===== config.mk =====
export PLATFORM = sky130hd
export DESIGN_NAME = btcr_regs
export DESIGN_NICKNAME = d
export VERILOG_FILES = /design/src/btcr_pkg.sv /design/src/btcr_regs.sv
export SDC_FILE = /design/constraint.sdc
export NUM_CORES = 1
export LEC_CHECK = 0
export BUFFER_PORTS_ARGS = -buffer_cell sky130_fd_sc_hd__buf_2
export CORE_MARGIN = 2
export CORE_UTILIZATION = 61
export CTS_CLUSTER_DIAMETER = 120
export DETAILED_ROUTE_END_ITERATION = 12
export PLACE_DENSITY_LB_ADDON = 0.12
export SYNTH_ARGS = -nofsm -noshare
export SYNTH_HDL_FRONTEND = slang
export SYNTH_SLANG_ARGS = --single-unit

===== constraint.sdc =====
create_clock -name CORE_CLK -period 3.3 [get_ports CORE_CLK]
set_input_delay 0.165 -clock CORE_CLK [delete_from_list [all_inputs] [get_ports CORE_CLK]]
set_output_delay 0.165 -clock CORE_CLK [all_outputs]
set_load 0.01 [all_outputs]

===== src/btcr_pkg.sv =====
package btcr_pkg;

  // ==========================================================================
  // Register offsets.
  localparam logic [7:0] OFS_CHG_CTRL    = 8'hd0;
  localparam logic [7:0] OFS_DRAIN_PRI   = 8'hd1;
  localparam logic [7:0] OFS_DRAIN_CTRL  = 8'hd2;
  localparam logic [7:0] OFS_WARN_ABS_LO = 8'hd3;
  localparam logic [7:0] OFS_WARN_ABS_HI = 8'hd4;
  localparam logic [7:0] OFS_LOW_ABS_LO  = 8'hd5;
  localparam logic [7:0] OFS_LOW_ABS_HI  = 8'hd6;
  localparam logic [7:0] OFS_WARN_REL    = 8'hd7;
  localparam logic [7:0] OFS_LOW_REL     = 8'hd8;
  localparam logic [7:0] OFS_FULL_CANCEL = 8'hd9;
  localparam logic [7:0] OFS_CHG_CURRENT = 8'hda;
  localparam logic [7:0] OFS_TRIP2_LO    = 8'hdb;
  localparam logic [7:0] OFS_TRIP2_HI    = 8'hdc;
  localparam logic [7:0] OFS_PM_CTRL     = 8'he0;
  localparam logic [7:0] OFS_OS_MODE     = 8'he1;
  localparam logic [7:0] OFS_OFF_TIMER   = 8'he2;
  localparam logic [7:0] OFS_SENSOR_ADDR = 8'he3;
  localparam logic [7:0] OFS_HIGH_ALARM  = 8'he4;
  localparam logic [7:0] OFS_LOW_ALARM   = 8'he5;
  localparam logic [7:0] OFS_POLL_PERIOD = 8'he6;
  localparam logic [7:0] OFS_POLL_RESULT = 8'he7;
  localparam logic [7:0] OFS_SHUTDOWN    = 8'he8;
  localparam logic [7:0] OFS_SENSOR_CMD  = 8'he9;
  localparam logic [7:0] OFS_RETRY_LIMIT = 8'hea;
  localparam logic [7:0] OFS_THERM_EVT   = 8'haf;
  localparam logic [7:0] OFS_FLAG_FINISH = 8'hf0;

  // ==========================================================================
  // Reset values.
  localparam logic [7:0] RST_LOW_REL     = 8'h06;
  localparam logic [7:0] RST_FULL_CANCEL = 8'hbe;
  localparam logic [7:0] RST_OFF_TIMER   = 8'h64;
  localparam logic [7:0] RST_SHUTDOWN    = 8'h7d;
  localparam logic [7:0] RST_RETRY_LIMIT = 8'h10;

  // ==========================================================================
  // Field positions.
  localparam int BIT_CHARGE_OK_N = 4;
  localparam int BIT_KEEP_REGS   = 2;
  localparam int BIT_BAY_IND     = 1;
  localparam int BIT_POW_BLINK   = 0;
  localparam int BIT_OS_MODE     = 0;
  localparam int BIT_EVT_HIGH    = 0;
  localparam int BIT_EVT_LOW     = 1;
  localparam int BIT_EVT_ERR     = 2;

  // ==========================================================================
  // Timing at 50 MHz.
  localparam int CLK_HZ        = 50000000;
  localparam int POLL_STEP_MS  = 250;
  localparam int POLL_STEP_CYC = CLK_HZ / 1000 * POLL_STEP_MS;

  typedef enum logic [1:0]
  {
    BTCR_IDLE = 2'b00,
    BTCR_REQ  = 2'b01,
    BTCR_WAIT = 2'b11
  } btcr_poll_t;

  typedef struct packed
  {
    logic       start;
    logic [6:0] addr;
    logic [7:0] cmd;
  } btcr_sreq_t;

  typedef struct packed
  {
    logic       done;
    logic       ack;
    logic [7:0] data;
  } btcr_srsp_t;

endpackage


===== src/btcr_regs.sv =====
// Overview of operation
// - Poll period counts 250ms steps; code zero stops polling.
// - Seven-bit sensor address in upper bits; zero address disables polling.
// - Reading at or below low alarm limit raises low alarm event.
// - Reading at or above shutdown limit switches power off; limit resets 7Dh.
// - Last successful signed reading is held in the poll result register.
// - Command byte sent every poll; failed polls retried up to limit, reset 10h.
// - Override off timer counts 0.1s units, resets to 64h, zero reserved.
// - OS mode flag set means ACPI, clear means legacy; resets zero.
// - Keep-registers bit blocks host writes while power is off; device updates continue.
// - Bay indicator shows discharge status of each installed battery when enabled.
// - Second trip event when all capacities below nonzero setting and enabled.
// - Charging current register is read-only, 0.02A steps, zero means battery.
// - Relative thresholds are 0 to C8h in 0.5% steps; low resets 06h.
// - Absolute thresholds are 16-bit mWh, reset zero, compared with capacity.
// - Full-charge cancel point resets BEh and survives deep off states.
// - Drain order code maps 0,2,3,6 to 2-1; 1,4,5 to 1-2; 7 both.
// - One drain-select bit per battery; only one may be selected.
// - Charge control shows active-low charge-ok and per-battery charging flags.
// - Readback registers keep host writes until the device refreshes them.
// - Retained registers keep contents through S4-S5.
// - High alarm sets the high flag of the thermal event status.
// - Poll failure after all retries sets the thermal error flag.
`timescale 1ns/1ps
`default_nettype none

module btcr_regs
#(
  parameter int STEP_CYC = btcr_pkg::POLL_STEP_CYC
)
(
  input  wire logic              CORE_CLK,
  input  wire logic              RESET,
  input  wire logic [7:0]        ADDR,
  input  wire logic [7:0]        WDATA,
  input  wire logic              WR,
  input  wire logic              RD,
  output logic      [7:0]        RDATA,
  input  wire logic              SYS_POWER_OFF,
  input  wire logic              DEEP_OFF,
  input  wire logic [1:0]        BATT_PRESENT,
  input  wire logic [1:0]        BATT_CHARGING,
  input  wire logic              CHARGE_OK_N,
  input  wire logic [15:0]       BATT1_CAPACITY,
  input  wire logic [15:0]       BATT2_CAPACITY,
  input  wire logic [7:0]        CHARGE_CURRENT,
  input  wire logic              TRIP2_ENABLE,
  output btcr_pkg::btcr_sreq_t   SENSOR_REQ,
  input  wire btcr_pkg::btcr_srsp_t SENSOR_RSP,
  output logic                   POWER_OFF,
  output logic      [1:0]        BAY_INDICATOR_N,
  output logic                   TRIP2_EVENT,
  output logic                   WARN_ABS_HIT,
  output logic                   LOW_ABS_HIT,
  output logic      [1:0]        DRAIN_ORDER,
  output logic                   OS_ACPI,
  output logic                   POWER_BLINK,
  output logic      [7:0]        OFF_TIMER_TENTHS
);
  import btcr_pkg::*;

  // ==========================================================================
  // State.
  typedef struct packed
  {
    logic [1:0]  chg_reg;
    logic [2:0]  pri_reg;
    logic [1:0]  drain_reg;
    logic [15:0] warn_abs_reg;
    logic [15:0] low_abs_reg;
    logic [7:0]  warn_rel_reg;
    logic [7:0]  low_rel_reg;
    logic [7:0]  full_reg;
    logic [15:0] trip2_reg;
    logic [2:0]  pmctl_reg;
    logic        os_reg;
    logic [7:0]  offt_reg;
    logic [7:0]  saddr_reg;
    logic [7:0]  hi_reg;
    logic [7:0]  lo_reg;
    logic [7:0]  period_reg;
    logic [7:0]  result_reg;
    logic [7:0]  shut_reg;
    logic [7:0]  cmd_reg;
    logic [7:0]  retry_reg;
    logic [2:0]  evt_reg;
    logic [7:0]  finish_reg;
    logic [7:0]  rdata_reg;
    logic        pwroff_reg;
    logic [23:0] tick_reg;
    logic [7:0]  steps_reg;
    logic [7:0]  tries_reg;
    btcr_poll_t  poll_reg;
    logic        start_reg;
    logic [1:0]  pres_s1_reg;
    logic [1:0]  pres_s2_reg;
    logic [1:0]  chg_s1_reg;
    logic [1:0]  chg_s2_reg;
    logic [1:0]  chg_s3_reg;
    logic        ok_s1_reg;
    logic        ok_s2_reg;
    logic        off_s1_reg;
    logic        off_s2_reg;
  } btcr_state_t;

  btcr_state_t st_reg;
  btcr_state_t st_next;
  logic        hold;
  logic        poll_on;
  logic        ev_high;
  logic        ev_low;
  logic        ev_shut;
  logic        ev_err;
  logic        good;

  assign poll_on = (st_reg.period_reg != 8'h00) && (st_reg.saddr_reg[7:1] != 7'h00);
  assign good    = (st_reg.poll_reg == BTCR_WAIT) && SENSOR_RSP.done && SENSOR_RSP.ack;
  assign ev_high = good && ($signed(SENSOR_RSP.data) >= $signed(st_reg.hi_reg));
  assign ev_low  = good && ($signed(SENSOR_RSP.data) <= $signed(st_reg.lo_reg));
  assign ev_shut = good && ($signed(SENSOR_RSP.data) >= $signed(st_reg.shut_reg));
  assign ev_err  = (st_reg.poll_reg == BTCR_WAIT) && SENSOR_RSP.done && !SENSOR_RSP.ack
                   && (st_reg.tries_reg >= st_reg.retry_reg);
  // Host writes are blocked through power-off if the keep-registers bit asks; deep off plays no part.
  assign hold = st_reg.off_s2_reg && st_reg.pmctl_reg[BIT_KEEP_REGS];

  always_comb
  begin
    st_next = st_reg;
    st_next.pres_s1_reg = BATT_PRESENT;
    st_next.pres_s2_reg = st_reg.pres_s1_reg;
    st_next.chg_s1_reg  = BATT_CHARGING;
    st_next.chg_s2_reg  = st_reg.chg_s1_reg;
    st_next.chg_s3_reg  = st_reg.chg_s2_reg;
    st_next.ok_s1_reg   = CHARGE_OK_N;
    st_next.ok_s2_reg   = st_reg.ok_s1_reg;
    st_next.off_s1_reg  = SYS_POWER_OFF;
    st_next.off_s2_reg  = st_reg.off_s1_reg;
    st_next.start_reg   = 1'b0;
    // Charging flags refresh only on change, so host writes read back until then.
    if (st_reg.chg_s3_reg != st_reg.chg_s2_reg)
    begin
      st_next.chg_reg = st_reg.chg_s2_reg;
    end

    // ------------------------------------------------------------------------
    // Poller.
    case (st_reg.poll_reg)
      BTCR_IDLE:
      begin
        if (!poll_on)
        begin
          st_next.tick_reg  = 24'h000000;
          st_next.steps_reg = 8'h00;
        end
        else if (st_reg.tick_reg == 24'(STEP_CYC - 1))
        begin
          st_next.tick_reg = 24'h000000;
          if (st_reg.steps_reg + 8'h01 >= st_reg.period_reg)
          begin
            st_next.steps_reg = 8'h00;
            st_next.tries_reg = 8'h00;
            st_next.poll_reg  = BTCR_REQ;
          end
          else
          begin
            st_next.steps_reg = st_reg.steps_reg + 8'h01;
          end
        end
        else
        begin
          st_next.tick_reg = st_reg.tick_reg + 24'h000001;
        end
      end
      BTCR_REQ:
      begin
        st_next.start_reg = 1'b1;
        st_next.poll_reg  = BTCR_WAIT;
      end
      BTCR_WAIT:
      begin
        if (SENSOR_RSP.done)
        begin
          if (SENSOR_RSP.ack)
          begin
            st_next.result_reg = SENSOR_RSP.data;
            st_next.poll_reg   = BTCR_IDLE;
          end
          else if (st_reg.tries_reg < st_reg.retry_reg)
          begin
            st_next.tries_reg = st_reg.tries_reg + 8'h01;
            st_next.poll_reg  = BTCR_REQ;
          end
          else
          begin
            st_next.poll_reg = BTCR_IDLE;
          end
        end
      end
      default:
      begin
        st_next.poll_reg = BTCR_IDLE;
      end
    endcase

    if (ev_shut)
    begin
      st_next.pwroff_reg = 1'b1;
    end

    // ------------------------------------------------------------------------
    // Register writes; a write is dropped while the registers are held.
    if (WR && !hold)
    begin
      case (ADDR)
        OFS_CHG_CTRL:    st_next.chg_reg = WDATA[1:0];
        OFS_DRAIN_PRI:   st_next.pri_reg = WDATA[2:0];
        OFS_DRAIN_CTRL:  st_next.drain_reg = (&WDATA[1:0]) ? st_reg.drain_reg
                                                            : WDATA[1:0];
        OFS_WARN_ABS_LO: st_next.warn_abs_reg[7:0]  = WDATA;
        OFS_WARN_ABS_HI: st_next.warn_abs_reg[15:8] = WDATA;
        OFS_LOW_ABS_LO:  st_next.low_abs_reg[7:0]   = WDATA;
        OFS_LOW_ABS_HI:  st_next.low_abs_reg[15:8]  = WDATA;
        OFS_WARN_REL:    st_next.warn_rel_reg = WDATA;
        OFS_LOW_REL:     st_next.low_rel_reg  = WDATA;
        OFS_FULL_CANCEL: st_next.full_reg     = WDATA;
        OFS_TRIP2_LO:    st_next.trip2_reg[7:0]  = WDATA;
        OFS_TRIP2_HI:    st_next.trip2_reg[15:8] = WDATA;
        OFS_PM_CTRL:     st_next.pmctl_reg  = WDATA[2:0];
        OFS_OS_MODE:     st_next.os_reg     = WDATA[BIT_OS_MODE];
        OFS_OFF_TIMER:   st_next.offt_reg = (WDATA == 8'h00) ? st_reg.offt_reg
                                                              : WDATA;
        OFS_SENSOR_ADDR: st_next.saddr_reg  = {WDATA[7:1], 1'b0};
        OFS_HIGH_ALARM:  st_next.hi_reg     = WDATA;
        OFS_LOW_ALARM:   st_next.lo_reg     = WDATA;
        OFS_POLL_PERIOD: st_next.period_reg = WDATA;
        OFS_POLL_RESULT: st_next.result_reg = good ? st_next.result_reg : WDATA;
        OFS_SHUTDOWN:    st_next.shut_reg   = WDATA;
        OFS_SENSOR_CMD:  st_next.cmd_reg    = WDATA;
        OFS_RETRY_LIMIT: st_next.retry_reg  = WDATA;
        OFS_THERM_EVT:   st_next.evt_reg    = st_reg.evt_reg & WDATA[2:0];
        OFS_FLAG_FINISH: st_next.finish_reg = WDATA;
        default:         st_next.finish_reg = st_reg.finish_reg;
      endcase
    end

    // Hardware sets win over a clearing write in the same cycle.
    if (ev_high)
    begin
      st_next.evt_reg[BIT_EVT_HIGH] = 1'b1;
    end
    if (ev_low)
    begin
      st_next.evt_reg[BIT_EVT_LOW] = 1'b1;
    end
    if (ev_err)
    begin
      st_next.evt_reg[BIT_EVT_ERR] = 1'b1;
    end

    // ------------------------------------------------------------------------
    // Read data, one cycle after the strobe.
    st_next.rdata_reg = 8'h00;
    if (RD)
    begin
      case (ADDR)
        OFS_CHG_CTRL:    st_next.rdata_reg = {3'h0, st_reg.ok_s2_reg, 2'h0, st_reg.chg_reg};
        OFS_DRAIN_PRI:   st_next.rdata_reg = {5'h00, st_reg.pri_reg};
        OFS_DRAIN_CTRL:  st_next.rdata_reg = {6'h00, st_reg.drain_reg};
        OFS_WARN_ABS_LO: st_next.rdata_reg = st_reg.warn_abs_reg[7:0];
        OFS_WARN_ABS_HI: st_next.rdata_reg = st_reg.warn_abs_reg[15:8];
        OFS_LOW_ABS_LO:  st_next.rdata_reg = st_reg.low_abs_reg[7:0];
        OFS_LOW_ABS_HI:  st_next.rdata_reg = st_reg.low_abs_reg[15:8];
        OFS_WARN_REL:    st_next.rdata_reg = st_reg.warn_rel_reg;
        OFS_LOW_REL:     st_next.rdata_reg = st_reg.low_rel_reg;
        OFS_FULL_CANCEL: st_next.rdata_reg = st_reg.full_reg;
        OFS_CHG_CURRENT: st_next.rdata_reg = CHARGE_CURRENT;
        OFS_TRIP2_LO:    st_next.rdata_reg = st_reg.trip2_reg[7:0];
        OFS_TRIP2_HI:    st_next.rdata_reg = st_reg.trip2_reg[15:8];
        OFS_PM_CTRL:     st_next.rdata_reg = {5'h00, st_reg.pmctl_reg};
        OFS_OS_MODE:     st_next.rdata_reg = {7'h00, st_reg.os_reg};
        OFS_OFF_TIMER:   st_next.rdata_reg = st_reg.offt_reg;
        OFS_SENSOR_ADDR: st_next.rdata_reg = st_reg.saddr_reg;
        OFS_HIGH_ALARM:  st_next.rdata_reg = st_reg.hi_reg;
        OFS_LOW_ALARM:   st_next.rdata_reg = st_reg.lo_reg;
        OFS_POLL_PERIOD: st_next.rdata_reg = st_reg.period_reg;
        OFS_POLL_RESULT: st_next.rdata_reg = st_reg.result_reg;
        OFS_SHUTDOWN:    st_next.rdata_reg = st_reg.shut_reg;
        OFS_SENSOR_CMD:  st_next.rdata_reg = st_reg.cmd_reg;
        OFS_RETRY_LIMIT: st_next.rdata_reg = st_reg.retry_reg;
        OFS_THERM_EVT:   st_next.rdata_reg = {5'h00, st_reg.evt_reg};
        OFS_FLAG_FINISH: st_next.rdata_reg = st_reg.finish_reg;
        default:         st_next.rdata_reg = 8'h00;
      endcase
    end
  end

  always_ff @(posedge CORE_CLK)
  begin
    if (RESET)
    begin
      // Deep off keeps the retained full-charge cancel point.
      st_reg             <= '0;
      st_reg.low_rel_reg <= RST_LOW_REL;
      st_reg.full_reg    <= DEEP_OFF ? st_reg.full_reg : RST_FULL_CANCEL;
      st_reg.offt_reg    <= RST_OFF_TIMER;
      st_reg.shut_reg    <= RST_SHUTDOWN;
      st_reg.retry_reg   <= RST_RETRY_LIMIT;
    end
    else
    begin
      st_reg <= st_next;
    end
  end

  // ==========================================================================
  // Outputs.
  assign RDATA              = st_reg.rdata_reg;
  assign SENSOR_REQ.start   = st_reg.start_reg;
  assign SENSOR_REQ.addr    = st_reg.saddr_reg[7:1];
  assign SENSOR_REQ.cmd     = st_reg.cmd_reg;
  assign POWER_OFF          = st_reg.pwroff_reg;
  assign OS_ACPI            = st_reg.os_reg;
  assign POWER_BLINK        = st_reg.pmctl_reg[BIT_POW_BLINK];
  assign OFF_TIMER_TENTHS   = st_reg.offt_reg;
  assign WARN_ABS_HIT       = (BATT1_CAPACITY < st_reg.warn_abs_reg)
                              || (BATT2_CAPACITY < st_reg.warn_abs_reg);
  assign LOW_ABS_HIT        = (BATT1_CAPACITY < st_reg.low_abs_reg)
                              || (BATT2_CAPACITY < st_reg.low_abs_reg);
  assign TRIP2_EVENT        = TRIP2_ENABLE && (st_reg.trip2_reg != 16'h0000)
                              && (BATT1_CAPACITY < st_reg.trip2_reg)
                              && (BATT2_CAPACITY < st_reg.trip2_reg);
  // Bit 0 means battery 2 drains first, bit 1 battery 1 first, both set: together.
  assign DRAIN_ORDER        = (st_reg.pri_reg == 3'h7) ? 2'b11 :
                              ((st_reg.pri_reg == 3'h1) || (st_reg.pri_reg == 3'h4)
                               || (st_reg.pri_reg == 3'h5)) ? 2'b10 : 2'b01;

  genvar g;
  generate
    for (g = 0; g < 2; g++)
    begin : g_bay
      assign BAY_INDICATOR_N[g] = !(st_reg.pmctl_reg[BIT_BAY_IND] && st_reg.pres_s2_reg[g]
                                    && st_reg.drain_reg[g]);
    end
  endgenerate
endmodule

`default_nettype wire


==> reports/qor.csv <==
stage,metric,value,unit
clock_tree,Skew-Pair Late Insertion Delay,0.53,ns
die,row count,54,
clock_tree,root buf cell,clkbuf_16,
power,NetSw,1.50,mW
global_route,pin count of the biggest net entering global routing,88,
global_route,total grt overflow,0,
logic_synthesis,Yosys top cell area share,32.5,%
setup_path,Crit Path Max Fanout,6,
cells_and_area,Area growth syn-to-layout,10.9,%
clock_tree,clock tree buffer depth,3,
cells_and_area,fin util,69.5,%
sta,final hold vios,0,
worst_hold_path,HP Class,in -> reg,
logic_synthesis,syn_nets,1949,
sta,Rel. slew slack,35.3,%
place,DP Worst Slack,0.343,ns
cells_and_area,number of flip-flops in the largest register,188,
logic_synthesis,"FF+latch count, synth",231,
logic_synthesis,YS warnings,0,
cells_and_area,Multi-input gate area,8070,sq um
cells_and_area,diodes inserted,0,
routing,Final ANT Viol Nets,0,
die,initial core utilization,62.6,%
die,Die H,154,um
routing,via count,13500,
sta,crit path time final,3.03,ns
die,num ports,120,
power,combinational share of power,8.9,%
cells_and_area,fraction of layout cells with a size suffix above 1,12.5,%
sta,worst setup margin,0.267,ns
global_route,Total GRT Usage,35.7,%
logic_synthesis,Syn Inst Count,1738,
die,die area,23800,sq um
die,width of the die,154,um
power,Clock Power Share,44.5,%
clock_tree,post-CTS setup buffer count,0,
logic_synthesis,Async SR Flop Fraction,0,%
place,DPL Wire Length,31.3,mm
sta,endpoints failing setup,0,
logic_synthesis,mapped cell area,13700,sq um
sta,Final Max Tran Viols,0,
global_route,first-pass GRT wire length,67.7,mm
setup_path,Critical Setup Path Class,reg -> reg,
power,Max IR drop VDD,0.410,mV
setup_path,CP endpoint kind,register,
sta,Fmax,330,MHz
routing,Total Wirelength,43.9,mm
logic_synthesis,Netlist cell types,72,
clock_tree,TritonCTS clock tree,done,
sta,Tcrit/Tclk final,91.9,%
flow_run,Max Cap Violations,0,
clock_tree,Clock Sinks,231,
die,Core Region,22000,sq um
sta,Setup Skew,0.00748,ns
logic_synthesis,post-synthesis sequential area ratio,34.2,%
setup_path,Worst EP arrival,3.50,ns
cells_and_area,Fillers,1884,
outcome,status,finished clean,
logic_synthesis,most common library cells after synthesis,"258 x nand2_1, 223 x dfxtp_1, 187 x a21oi_1",
logic_synthesis,number of synthesized flops with an enable pin,8,
routing,DRT iter0 DRCs,1362,
global_route,vias in the first global route,12400,
power,Seq pwr share,46.6,%
power,Leakage,5.66,nW
clock_tree,number of buffers created by CTS,25,
logic_synthesis,synth top area cells,"dfxtp_1 32%, ha_1 12%, nand2_1 7.0%",
routing,Pre-Repair DR Iteration Count,6,
routing,vias per inst,6.48,
power,switching fraction of total power,24.6,%
power,Int Pwr,4.57,mW
logic_synthesis,Synth area leader,dfxtp_1,
power,pwr/cell area,398,nW/um^2
place,GP Congestion,0.948,
place,I/O Buffers,119,
setup_path,Worst Path Required,3.77,ns
global_route,initial antenna violation count,0,
logic_synthesis,most frequent cell after synthesis,nand2_1,
logic_synthesis,Synth Flop Type,dfxtp_1,
logic_synthesis,Syn Area/Cell,7.91,sq um
cells_and_area,register area,4700,sq um
routing,number of remaining DRC errors,0,
sta,worst-margin pin slew,0.964,ns
clock_tree,cts repair resizes,0,
setup_path,CP startpoint kind,register,
cells_and_area,"Net count, final",2005,
sta,RSZ-0062 raised after global routing,false,
routing,Wirelength per Cell,21.0,um
clock_tree,CTS H-tree depth,1,
clock_tree,"Clk pin slew, worst setup/hold paths",0.06,ns
sta,TNS Setup,0,ns
[layout by cell type, fill, tap and decap left out, types with 10 or more instances in the layout]
| cell | count |
|---|---|
| a22oi_1 | 22 |
| nor2_1 | 81 |
| buf_2 | 118 |
| o211ai_1 | 14 |
| a21oi_1 | 187 |
| inv_1 | 90 |
| nand2_1 | 258 |
| dfxtp_1 | 223 |
| nand3_1 | 178 |
| mux2i_1 | 30 |
| nor2b_1 | 21 |
| a31oi_1 | 16 |
| a221oi_1 | 11 |
| clkbuf_16 | 25 |
| o21ai_0 | 50 |
| a21o_1 | 30 |
| xor2_1 | 17 |
| buf_4 | 40 |
| nor3_1 | 16 |
| nor4_1 | 16 |
| a32oi_1 | 10 |
| and3_1 | 11 |
| nand4_1 | 22 |
| ha_1 | 133 |
| a22o_1 | 10 |
| a211oi_1 | 24 |
| nand2b_1 | 14 |
[per-layer routing]
layer	vias to the layer above	wire length, um	track usage, %
met5	-	0	0
met3	143	4380	6.03
met4	0	1750	12.2
met1	6373	17700	47.6
met2	743	20000	58.7
li1	6290	-	-
[cells by family (layout without fill, tap and decap cells)]
group,after synthesis,in the layout,share of synthesized area (%)
simple gates,665,665,22.8
compound gates,418,418,19.1
flops,231,231,34.2
buf+inv,230,302,7.38
fa+ha+maj,134,134,12.2
mux,34,34,2.68
xor+xnor,26,26,1.66
[power by group through the flow]
stage	registers [mW]	logic, mW	clock network [mW]
finish	2.83	0.538	2.70
global route	2.83	0.581	2.82
CTS	2.83	0.523	2.71
detailed placement	2.89	0.512	0
global placement	2.89	0.502	0
floorplan	2.89	0.310	0
[per-stage QoR]
stage	total power, mW	cell area, sq um	std cells	hold WS (ns)
2_1_floorplan	3.20	13700	1738	0.260
3_3_place_gp	3.39	14400	2038	0.378
3_5_place_dp	3.40	14400	2038	0.386
4_1_cts	6.06	15300	2090	0.00309
5_1_grt	6.23	15300	2090	0.0260
6_report	6.07	15300	2090	0.00164
[what timing repair did]
action                                 4_1_cts  5_1_grt
endpoints found under the hold margin        9        0
hold buffers                                 9        0
setup endpoints to repair                    0        0
[final timing paths]
| path | slack, ns | cells after the start | endpoint | start |
|---|---|---|---|---|
| worst min-delay path | 0.002 | 3 | st_reg[105]$_SDFF_PP0_ | SENSOR_RSP[4] |
| worst min register to register | 0.43 | 1 | st_next[4]$_SDFF_PP0_ | st_next[6]$_SDFF_PP0_ |
| worst max-delay path | 0.27 | 11 | st_reg[28]$_SDFFE_PP0P_ | st_reg[25]$_SDFFE_PP0P_ |
| worst max register to register | 0.27 | 11 | st_reg[28]$_SDFFE_PP0P_ | st_reg[25]$_SDFFE_PP0P_ |
[critical path, cell delays in order, from the launching register on]
cell	delay (ns)
dfxtp_1	0.41
ha_1	0.25
nand3_1	0.14
nor2_1	0.15
xor2_1	0.23
ha_1	0.29
o21ai_0	0.16
nor2_1	0.07
a2111oi_2	0.67
nand4_1	0.30
nand2b_1	0.25
nand2_1	0.07
[layout make-up]
| cell class | instances | share of cell area [%] |
|---|---|---|
| Inverter | 91 | 2.24 |
| Clock inverter | 10 | 0.492 |
| Timing Repair Buffer | 168 | 6.56 |
| Tap cell | 280 | 2.30 |
| Clock buffer | 33 | 4.63 |
| Sequential cell | 231 | 30.8 |
| Multi-Input combinational cell | 1277 | 52.9 |
Power figures use the tool's default switching activity.
